**src/verilog/pcirq_pkg.sv**
```systemverilog
// constants, register map and field layout of the pin change interrupt block
// assumes an apb slave with 32-bit data and word aligned registers
//
// Notes on behaviour
// - each pin has a rising edge detector that works only while its rise enable bit is one.
// - each pin has a falling edge detector that works only while its fall enable bit is one.
// - with both enable bits set a pin flags rising and falling edges alike.
// - an enabled edge sets that pin's sticky bit in the change flag register.
// - detection and flag setting go on while the master enable is clear.
// - an interrupt request is raised only while the master enable is set.
// - the summary flag reads one whenever any per-pin flag is set.
// - writing zero to a flag bit clears it and writing one leaves it as it was.
// - an edge arriving during a flag register write leaves that flag set whatever is written.
// - an enabled edge wakes the device from sleep while the master enable and that pin's mask bit are set.
// - a flag for an edge seen in sleep is set before the wake request is given.
// - the rise enable register is eight read/write bits, one per pin, reset to zero.
// - the fall enable register is eight read/write bits, one per pin, reset to zero.
// - the change flag register is eight bits, read/write and set by hardware, reset to zero.
package pcirq_pkg;
   localparam int          PCIRQ_PINS        = 8;
   localparam logic [11:0] PCIRQ_OFF_RISE    = 12'h000;
   localparam logic [11:0] PCIRQ_OFF_FALL    = 12'h004;
   localparam logic [11:0] PCIRQ_OFF_FLAGS   = 12'h008;
   localparam logic [11:0] PCIRQ_OFF_CTRL    = 12'h00c;
   localparam logic [11:0] PCIRQ_OFF_MASK    = 12'h010;
   localparam int          PCIRQ_CTRL_MASTER = 0;
   localparam int          PCIRQ_CTRL_SUM    = 1;
   localparam logic [7:0]  PCIRQ_RESET_BYTE  = 8'h00;
   localparam logic [31:0] PCIRQ_UNMAPPED    = 32'h0000_0000;
endpackage

```
**src/verilog/pcirq_sync.sv**
```systemverilog
// two flip-flop synchroniser for one pin plus edge detection
// assumes pin is asynchronous to ref_clk
`timescale 1ns/1ns
`default_nettype none
module pcirq_sync
(
   input  wire logic ref_clk,
   input  wire logic arst_n,
   input  wire logic pin,
   output logic      rise_pulse,
   output logic      fall_pulse
);
   logic meta;
   logic stable;
   logic last;

   always_ff @(posedge ref_clk or negedge arst_n)
   begin
      if (!arst_n)
      begin
         meta   <= 1'b0;
         stable <= 1'b0;
         last   <= 1'b0;
      end
      else
      begin
         meta   <= pin;
         stable <= meta;
         last   <= stable;
      end
   end

   // compare the two settled samples only, never the first stage
   assign rise_pulse = stable & ~last;
   assign fall_pulse = ~stable & last;

   chk_rise_one_cycle : assert property (@(posedge ref_clk) disable iff (!arst_n)
      rise_pulse |=> !rise_pulse) else $error("rise pulse longer than one cycle");
endmodule
`default_nettype wire

```
**src/verilog/pcirq_flag.sv**
```systemverilog
// one sticky change flag with set-over-clear priority
// assumes set and write come from logic on ref_clk
`timescale 1ns/1ns
`default_nettype none
module pcirq_flag
(
   input  wire logic ref_clk,
   input  wire logic arst_n,
   input  wire logic set_evt,
   input  wire logic wr_en,
   input  wire logic wr_bit,
   output logic      flag
);
   always_ff @(posedge ref_clk or negedge arst_n)
   begin
      if (!arst_n)
         flag <= 1'b0;
      else if (set_evt)
         flag <= 1'b1;
      else if (wr_en && !wr_bit)
         flag <= 1'b0;
   end

   chk_set_wins : assert property (@(posedge ref_clk) disable iff (!arst_n)
      set_evt |=> flag) else $error("flag not set after event");
   chk_one_keeps : assert property (@(posedge ref_clk) disable iff (!arst_n)
      (wr_en && wr_bit && flag) |=> flag) else $error("write of one cleared flag");
endmodule
`default_nettype wire

```
**src/verilog/pcirq_top.sv**
```systemverilog
// pin change interrupt block: eight pins, edge enables, sticky flags, apb registers
// assumes pins are asynchronous; apb master on ref_clk
`timescale 1ns/1ns
`default_nettype none
module pcirq_top
   import pcirq_pkg::*;
#(
   parameter int PINS = PCIRQ_PINS
)
(
   input  wire logic            ref_clk,
   input  wire logic            arst_n,
   input  wire logic [PINS-1:0] port_pins,
   input  wire logic            sleeping,
   input  wire logic            psel,
   input  wire logic            penable,
   input  wire logic            pwrite,
   input  wire logic [11:0]     paddr,
   input  wire logic [31:0]     pwdata,
   input  wire logic [3:0]      pstrb,
   output logic [31:0]          prdata,
   output logic                 pready,
   output logic                 pslverr,
   output logic                 irq,
   output logic                 wake_req
);
   ////////////////////////////////////////////////////////////////////////////
   logic [PINS-1:0] rising_edge_enable;
   logic [PINS-1:0] falling_edge_enable;
   logic [PINS-1:0] change_flags;
   logic [PINS-1:0] flag_mask;
   logic            change_irq_master_enable;
   logic [PINS-1:0] rise_pulse;
   logic [PINS-1:0] fall_pulse;
   logic [PINS-1:0] hit;
   logic            change_irq_summary_flag;
   logic            wr_access;
   logic            lane0;
   logic            next_pslverr;
   logic [31:0]     next_prdata;

   // access phase completes in one cycle; strobe lane 0 carries all bits
   assign wr_access = psel && penable && pwrite;
   assign lane0     = pstrb[0];
   assign pready    = 1'b1;

   ////////////////////////////////////////////////////////////////////////////
   genvar g;
   generate
      for (g = 0; g < PINS; g++)
      begin : g_pin
         pcirq_sync u_sync
         (
            .ref_clk    (ref_clk),
            .arst_n     (arst_n),
            .pin        (port_pins[g]),
            .rise_pulse (rise_pulse[g]),
            .fall_pulse (fall_pulse[g])
         );
         // both detectors may be on together
         assign hit[g] = (rise_pulse[g] & rising_edge_enable[g])
                       | (fall_pulse[g] & falling_edge_enable[g]);
         // detection ignores the master enable
         pcirq_flag u_flag
         (
            .ref_clk (ref_clk),
            .arst_n  (arst_n),
            .set_evt (hit[g]),
            .wr_en   (wr_access && lane0 && paddr == PCIRQ_OFF_FLAGS),
            .wr_bit  (pwdata[g]),
            .flag    (change_flags[g])
         );
      end
   endgenerate

   ////////////////////////////////////////////////////////////////////////////
   always_ff @(posedge ref_clk or negedge arst_n)
   begin
      if (!arst_n)
      begin
         rising_edge_enable       <= PCIRQ_RESET_BYTE[PINS-1:0];
         falling_edge_enable      <= PCIRQ_RESET_BYTE[PINS-1:0];
         flag_mask                <= PCIRQ_RESET_BYTE[PINS-1:0];
         change_irq_master_enable <= 1'b0;
      end
      else if (wr_access && lane0)
      begin
         unique case (paddr)
            PCIRQ_OFF_RISE:  rising_edge_enable  <= pwdata[PINS-1:0];
            PCIRQ_OFF_FALL:  falling_edge_enable <= pwdata[PINS-1:0];
            PCIRQ_OFF_MASK:  flag_mask           <= pwdata[PINS-1:0];
            PCIRQ_OFF_CTRL:  change_irq_master_enable <= pwdata[PCIRQ_CTRL_MASTER];
            default:         ;
         endcase
      end
   end

   ////////////////////////////////////////////////////////////////////////////
   // summary flag is combinational so it tracks every flag change
   assign change_irq_summary_flag = |change_flags;

   always_comb
   begin
      next_prdata  = PCIRQ_UNMAPPED;
      next_pslverr = 1'b0;
      unique case (paddr)
         PCIRQ_OFF_RISE:  next_prdata[PINS-1:0] = rising_edge_enable;
         PCIRQ_OFF_FALL:  next_prdata[PINS-1:0] = falling_edge_enable;
         PCIRQ_OFF_FLAGS: next_prdata[PINS-1:0] = change_flags;
         PCIRQ_OFF_MASK:  next_prdata[PINS-1:0] = flag_mask;
         PCIRQ_OFF_CTRL:
         begin
            next_prdata[PCIRQ_CTRL_MASTER] = change_irq_master_enable;
            next_prdata[PCIRQ_CTRL_SUM]    = change_irq_summary_flag;
         end
         default:         next_pslverr = 1'b1;
      endcase
   end

   // read data registered in setup phase, valid during the access phase
   always_ff @(posedge ref_clk or negedge arst_n)
   begin
      if (!arst_n)
         prdata <= 32'h0000_0000;
      else if (psel && !penable && !pwrite)
         prdata <= next_prdata;
   end

   assign pslverr = psel && penable && next_pslverr;

   ////////////////////////////////////////////////////////////////////////////
   // the mask gates per-pin flags; the master enable gates both irq and wake_req
   always_ff @(posedge ref_clk or negedge arst_n)
   begin
      if (!arst_n)
      begin
         irq      <= 1'b0;
         wake_req <= 1'b0;
      end
      else
      begin
         irq      <= change_irq_master_enable && |(change_flags & flag_mask);
         // wake follows the flag by one cycle, so software sees it set
         wake_req <= sleeping && change_irq_master_enable
                     && |(change_flags & flag_mask);
      end
   end

   chk_irq_needs_master : assert property (@(posedge ref_clk) disable iff (!arst_n)
      irq |-> $past(change_irq_master_enable)) else $error("irq without master enable");
   chk_summary_any : assert property (@(posedge ref_clk) disable iff (!arst_n)
      change_irq_summary_flag == (change_flags != '0)) else $error("summary mismatch");
   chk_wake_flag_first : assert property (@(posedge ref_clk) disable iff (!arst_n)
      $rose(wake_req) |-> $past(change_flags != '0)) else $error("wake before flag");
   chk_wake_master : assert property (@(posedge ref_clk) disable iff (!arst_n)
      (sleeping && change_irq_master_enable && |(change_flags & flag_mask)) |=> wake_req)
      else $error("no wake on enabled event");
   chk_rise_flags : assert property (@(posedge ref_clk) disable iff (!arst_n)
      (rise_pulse[0] && rising_edge_enable[0]) |=> change_flags[0])
      else $error("rising edge not flagged");
   chk_fall_flags : assert property (@(posedge ref_clk) disable iff (!arst_n)
      (fall_pulse[0] && falling_edge_enable[0]) |=> change_flags[0])
      else $error("falling edge not flagged");
   chk_no_master_flag : assert property (@(posedge ref_clk) disable iff (!arst_n)
      (!change_irq_master_enable && hit[1]) |=> change_flags[1])
      else $error("flag lost with master off");
   chk_rise_reg_write : assert property (@(posedge ref_clk) disable iff (!arst_n)
      (wr_access && lane0 && paddr == PCIRQ_OFF_RISE) |=> rising_edge_enable == $past(pwdata[7:0]))
      else $error("rise enable write lost");
   chk_fall_reg_write : assert property (@(posedge ref_clk) disable iff (!arst_n)
      (wr_access && lane0 && paddr == PCIRQ_OFF_FALL) |=> falling_edge_enable == $past(pwdata[7:0]))
      else $error("fall enable write lost");
endmodule
`default_nettype wire

```
**config.mk**
```make
export PLATFORM = sky130hd
export DESIGN_NAME = pcirq_top
export DESIGN_NICKNAME = d
export VERILOG_FILES = /design/src/verilog/pcirq_pkg.sv /design/src/verilog/pcirq_sync.sv /design/src/verilog/pcirq_flag.sv /design/src/verilog/pcirq_top.sv
export SDC_FILE = /design/constraint.sdc
export NUM_CORES = 1
export LEC_CHECK = 0
export BUFFER_PORTS_ARGS = -buffer_cell sky130_fd_sc_hd__clkbuf_2
export CAP_MARGIN = 30
export CORE_MARGIN = 1.5
export CORE_UTILIZATION = 54
export CTS_CLUSTER_DIAMETER = 150
export DETAILED_ROUTE_END_ITERATION = 10
export MAX_ROUTING_LAYER = met4
export PLACE_DENSITY = 0.95
export SYNTH_ARGS = -nofsm -noshare
export SYNTH_HDL_FRONTEND = slang
export SYNTH_SLANG_ARGS = --single-unit
```
**constraint.sdc**
```tcl
create_clock -name ref_clk -period 1.7 [get_ports ref_clk]
set_input_delay 0.17 -clock ref_clk [delete_from_list [all_inputs] [get_ports ref_clk]]
set_output_delay 0.17 -clock ref_clk [all_outputs]
set_load 0.05 [all_outputs]
```
==> metrics.txt <==
# TYPE chip_impl_metric gauge
chip_impl_info{name="outcome",value="finished with violations"} 1
chip_impl_info{name="violations",value="setup timing"} 1
chip_impl_metric{name="max_cap_viol_count",unit=""} 0
chip_impl_metric{name="antenna_found_initial",unit=""} 0
chip_impl_metric{name="timing.critical_path.buf_inv",unit=""} 1
chip_impl_metric{name="numPortBuffers",unit=""} 45
chip_impl_info{name="cts_tree",value="yes"} 1
chip_impl_metric{name="crit_required",unit="ns"} 1.93
chip_impl_metric{name="fin_setup_tns",unit="ns"} -2.29
chip_impl_metric{name="area_growth",unit="%"} 21.9
chip_impl_metric{name="totalPowerFinal",unit="mW"} 3.13
chip_impl_metric{name="powerDensity",unit="mW/mm²"} 855
chip_impl_metric{name="synth_largest_type_area_fraction",unit=""} 0.557
chip_impl_metric{name="worstSkewPairLatency",unit="ns"} 0.34
chip_impl_metric{name="fp.dieW",unit="µm"} 77.7
chip_impl_metric{name="synth_mux_area_frac",unit=""} 0.131
chip_impl_metric{name="regArea",unit="mm²"} 0.00168
chip_impl_metric{name="post_synth_inst_count",unit=""} 243
chip_impl_metric{name="route.final.wire_length",unit="µm"} 6470
chip_impl_metric{name="clock_skew",unit="ns"} 0.00724
chip_impl_metric{name="clk_pin_slew",unit="ns"} 0.07
chip_impl_metric{name="finish.net_count",unit=""} 374
chip_impl_metric{name="grt_max_degree",unit=""} 68
chip_impl_metric{name="cts-buffers-inserted",unit=""} 9
chip_impl_info{name="layout.cells.most_common",value="sky130_fd_sc_hd__dfrtp_1"} 1
chip_impl_metric{name="globalRouteTotalUtil",unit=""} 0.243
chip_impl_metric{name="detail_route.iter0.violations",unit=""} 300
chip_impl_metric{name="fraction_of_the_yosys_area_taken_by_sequential_cells",unit=""} 0.557
chip_impl_metric{name="largest_fanout_of_any_net_on_the_critical_path",unit=""} 8
chip_impl_info{name="cells_traversed_along_the_worst_timing_path",value="clkbuf_2 > or4_4 > or4_4 > or4_4 > mux2_4"} 1
chip_impl_metric{name="fin_crit",unit="ns"} 1.97
chip_impl_metric{name="floorplan.initialDensity",unit=""} 0.575
chip_impl_info{name="timing.critical_path.from_type",value="input pin"} 1
chip_impl_metric{name="dieArea",unit="mm²"} 0.00603
chip_impl_metric{name="period_share",unit=""} 1.16
chip_impl_metric{name="synth_area_per_cell",unit="µm²"} 12.4
chip_impl_metric{name="power.ir.vdd_worst",unit="mV"} 0.524
chip_impl_metric{name="synth_area_in_compound_gates",unit=""} 0.122
chip_impl_metric{name="via_per_inst",unit=""} 5.65
chip_impl_metric{name="reported_leakage_power",unit="nW"} 1.75
chip_impl_metric{name="synth.yosys.warnings",unit=""} 0
chip_impl_metric{name="clock-sinks",unit=""} 67
chip_impl_metric{name="n_antenna_cell",unit=""} 0
chip_impl_info{name="crit_path_end_kind",value="register"} 1
chip_impl_info{name="crit_path_slowest_cell",value="sky130_fd_sc_hd__or4_4"} 1
chip_impl_metric{name="ys_seq_elements",unit=""} 67
chip_impl_metric{name="drt.antenna.violating_nets",unit=""} 0
chip_impl_metric{name="report.final.hold_viol_count",unit=""} 0
chip_impl_metric{name="clock_tree.buffer_depth",unit=""} 2
chip_impl_metric{name="adder_cell_area_share_of_the_yosys_netlist",unit=""} 0
chip_impl_metric{name="via_count_of_the_first_global_routing_pass",unit=""} 2150
chip_impl_info{name="combinational_family_with_the_most_area_after_synthesis",value="multiplexers"} 1
chip_impl_info{name="ctsRootBufferMaster",value="sky130_fd_sc_hd__clkbuf_8"} 1
chip_impl_metric{name="timing.fmax",unit="MHz"} 507
chip_impl_metric{name="route.detailed.drc",unit=""} 0
chip_impl_metric{name="timing.final.max_slew_violations",unit=""} 0
chip_impl_metric{name="tightestPinTransition",unit="ns"} 0.577
chip_impl_info{name="worst_hold_path_type",value="input pin to register"} 1
chip_impl_metric{name="routed_wire_per_std_cell",unit="µm"} 16.7
chip_impl_metric{name="die_y",unit="µm"} 77.7
chip_impl_info{name="crit_path_frequent_cell",value="sky130_fd_sc_hd__or4_4"} 1
chip_impl_metric{name="hpwl",unit="µm"} 4350
chip_impl_metric{name="num-fill-cells",unit=""} 370
chip_impl_metric{name="wire_length_of_the_first_global_routing_pass",unit="µm"} 10700
chip_impl_info{name="synth_area_leader_cell",value="sky130_fd_sc_hd__dfrtp_1"} 1
chip_impl_info{name="setup_repair_after_global_routing_missed_its_margin",value="yes"} 1
chip_impl_metric{name="netlist_area",unit="mm²"} 0.00301
chip_impl_metric{name="worst_path_largest_cell_delay",unit="ns"} 0.56
chip_impl_metric{name="setup_viol_count_final",unit=""} 15
chip_impl_metric{name="slew_headroom",unit=""} 0.615
chip_impl_metric{name="cts_setup_buffers",unit=""} 0
chip_impl_info{name="mostFrequentLayoutCells",value="sky130_fd_sc_hd__dfrtp_1 (67), sky130_fd_sc_hd__clkbuf_2 (43), sky130_fd_sc_hd__conb_1 (25)"} 1
chip_impl_metric{name="detailroute.via_count",unit=""} 2185
chip_impl_info{name="cp_top_family",value="simple AND/OR/NAND/NOR gates"} 1
chip_impl_metric{name="synthXorXnorAreaFrac",unit=""} 0
chip_impl_metric{name="synth_simple_gate_area_frac",unit=""} 0.106
chip_impl_metric{name="ys_types",unit=""} 36
chip_impl_metric{name="multi_input_comb_area",unit="mm²"} 0.00127
chip_impl_info{name="synth.area.top_cells",value="sky130_fd_sc_hd__dfrtp_1 (56%), sky130_fd_sc_hd__mux2_2 (6.7%), sky130_fd_sc_hd__buf_4 (6.2%), sky130_fd_sc_hd__mux2_4 (4.0%), sky130_fd_sc_hd__a22oi_1 (2.7%)"} 1
chip_impl_info{name="criticalPathCategory",value="input pin to register"} 1
chip_impl_metric{name="grt_remaining_overflow",unit=""} 0
chip_impl_metric{name="detail_route.first_pass.iterations",unit=""} 5
chip_impl_metric{name="routabilityCongestion",unit=""} 0.915
chip_impl_metric{name="timing.critical_path.arrival",unit="ns"} 2.20
chip_impl_metric{name="core-area",unit="mm²"} 0.00524
chip_impl_metric{name="final_critical_path_setup_slack",unit="ns"} -0.271
chip_impl_metric{name="rows",unit=""} 26
chip_impl_metric{name="final_layout_size_suffix_gt1_frac",unit=""} 0.375
chip_impl_metric{name="htree_levels",unit=""} 3
chip_impl_metric{name="boundaryPins",unit=""} 98
routing by layer:
metal | global-route usage | part of all wire | vias up | wire [µm]
met5 | - | 0 | - | 0
met4 | 0.111 | 0.025 | 0 | 161
met3 | 0.0635 | 0.071 | 19 | 461
met2 | 0.362 | 0.49 | 103 | 3140
met1 | 0.312 | 0.42 | 1077 | 2700
li1 | - | - | 986 | -
sequential cells by signal, summed over array words and instances (netlist names), 8 cells and up:
signal / count
falling_edge_enable: 8
flag_mask: 8
g_pin.u_flag.flag: 8
g_pin.u_sync.last: 8
g_pin.u_sync.meta: 8
g_pin.u_sync.stable: 8
prdata: 8
rising_edge_enable: 8
path summary, 6_finish.rpt:
kind	startpoint	endpoint	slack [ns]	depth (start not counted)
min in group asynchronous	arst_n	g_pin[7].u_sync.stable	0.38	3
worst max-delay path	paddr[11]	rising_edge_enable[5]	-0.27	5
worst min-delay path	sleeping	wake_req	0.03	2
worst max register to register	g_pin[0].u_flag.flag	prdata[1]	0.27	4
worst min register to register	g_pin[6].u_sync.meta	g_pin[6].u_sync.stable	0.35	0
max in group asynchronous	arst_n	g_pin[0].u_sync.meta	1.06	3
layout make-up:
class / instances / share of cell area
clock buffers: 11 / 0.0413
clock inverters: 5 / 0.00751
inverters: 2 / 0.00205
multi-input cells: 163 / 0.346
flip-flops and latches: 67 / 0.457
well taps: 70 / 0.0239
repair buffers: 69 / 0.122
Yosys cell counts:
cell,n
sky130_fd_sc_hd__nor2b_1,1
sky130_fd_sc_hd__nor3_1,2
sky130_fd_sc_hd__nor4_1,3
sky130_fd_sc_hd__nor2_1,5
sky130_fd_sc_hd__a22oi_1,11
sky130_fd_sc_hd__nand4_1,2
sky130_fd_sc_hd__nand3b_1,9
sky130_fd_sc_hd__o2bb2ai_1,5
sky130_fd_sc_hd__or3b_2,1
sky130_fd_sc_hd__and3b_1,1
sky130_fd_sc_hd__or4_1,1
sky130_fd_sc_hd__o22ai_1,1
sky130_fd_sc_hd__mux2_2,18
sky130_fd_sc_hd__or4_4,3
sky130_fd_sc_hd__nor4_2,1
sky130_fd_sc_hd__nand2_1,19
sky130_fd_sc_hd__buf_2,1
sky130_fd_sc_hd__buf_4,25
sky130_fd_sc_hd__a31oi_1,1
sky130_fd_sc_hd__o211ai_1,9
sky130_fd_sc_hd__a21oi_1,3
sky130_fd_sc_hd__o41ai_1,8
sky130_fd_sc_hd__buf_6,2
sky130_fd_sc_hd__nand2b_1,1
sky130_fd_sc_hd__mux2i_1,7
sky130_fd_sc_hd__conb_1,2
sky130_fd_sc_hd__a22o_1,3
sky130_fd_sc_hd__o21ai_0,8
sky130_fd_sc_hd__nor3b_1,1
sky130_fd_sc_hd__and2_1,4
sky130_fd_sc_hd__clkbuf_1,6
sky130_fd_sc_hd__nand3_1,1
sky130_fd_sc_hd__dfrtp_1,67
sky130_fd_sc_hd__mux2_4,8
sky130_fd_sc_hd__inv_1,2
sky130_fd_sc_hd__a41oi_1,1
report_power, final:
group | switching (mW) | internal, mW | total, mW
registers | 0.0147 | 1.62 | 1.64
clock network | 0.584 | 0.597 | 1.18
logic | 0.234 | 0.0812 | 0.315
total | 0.833 | 2.30 | 3.13
per-stage QoR:
step | std cells | worst slack [ns] | util | instance area [µm²] | hold slack [ns]
2_1_floorplan | 266 | -0.675 | - | 3100 | -0.126
3_3_place_gp | 362 | -0.642 | 0.631 | 3300 | 0.209
3_5_place_dp | 362 | -0.690 | 0.631 | 3300 | 0.211
4_1_cts | 387 | -0.264 | 0.696 | 3650 | 0.0204
5_1_grt | 387 | -0.297 | 0.700 | 3670 | 0.0258
6_report | 387 | -0.271 | 0.700 | 3670 | 0.0288
repair_timing:
item,in CTS,in global routing
hold endpoints to repair,75,0
hold buffers,9,0
setup endpoints to repair,32,17
gates resized for setup,11,4
pin swaps,2,0
kinds of logic (layout without fill, tap and decap cells):
group                  count (synthesis)  count (layout)
and+or+nand+nor                       55              55
buffers and inverters                 36              87
other                                  2              25
AOI/OAI and AO/OA                     50              50
muxes                                 33              33
DFF                                   67              67
(Power assumes the default switching activity.)
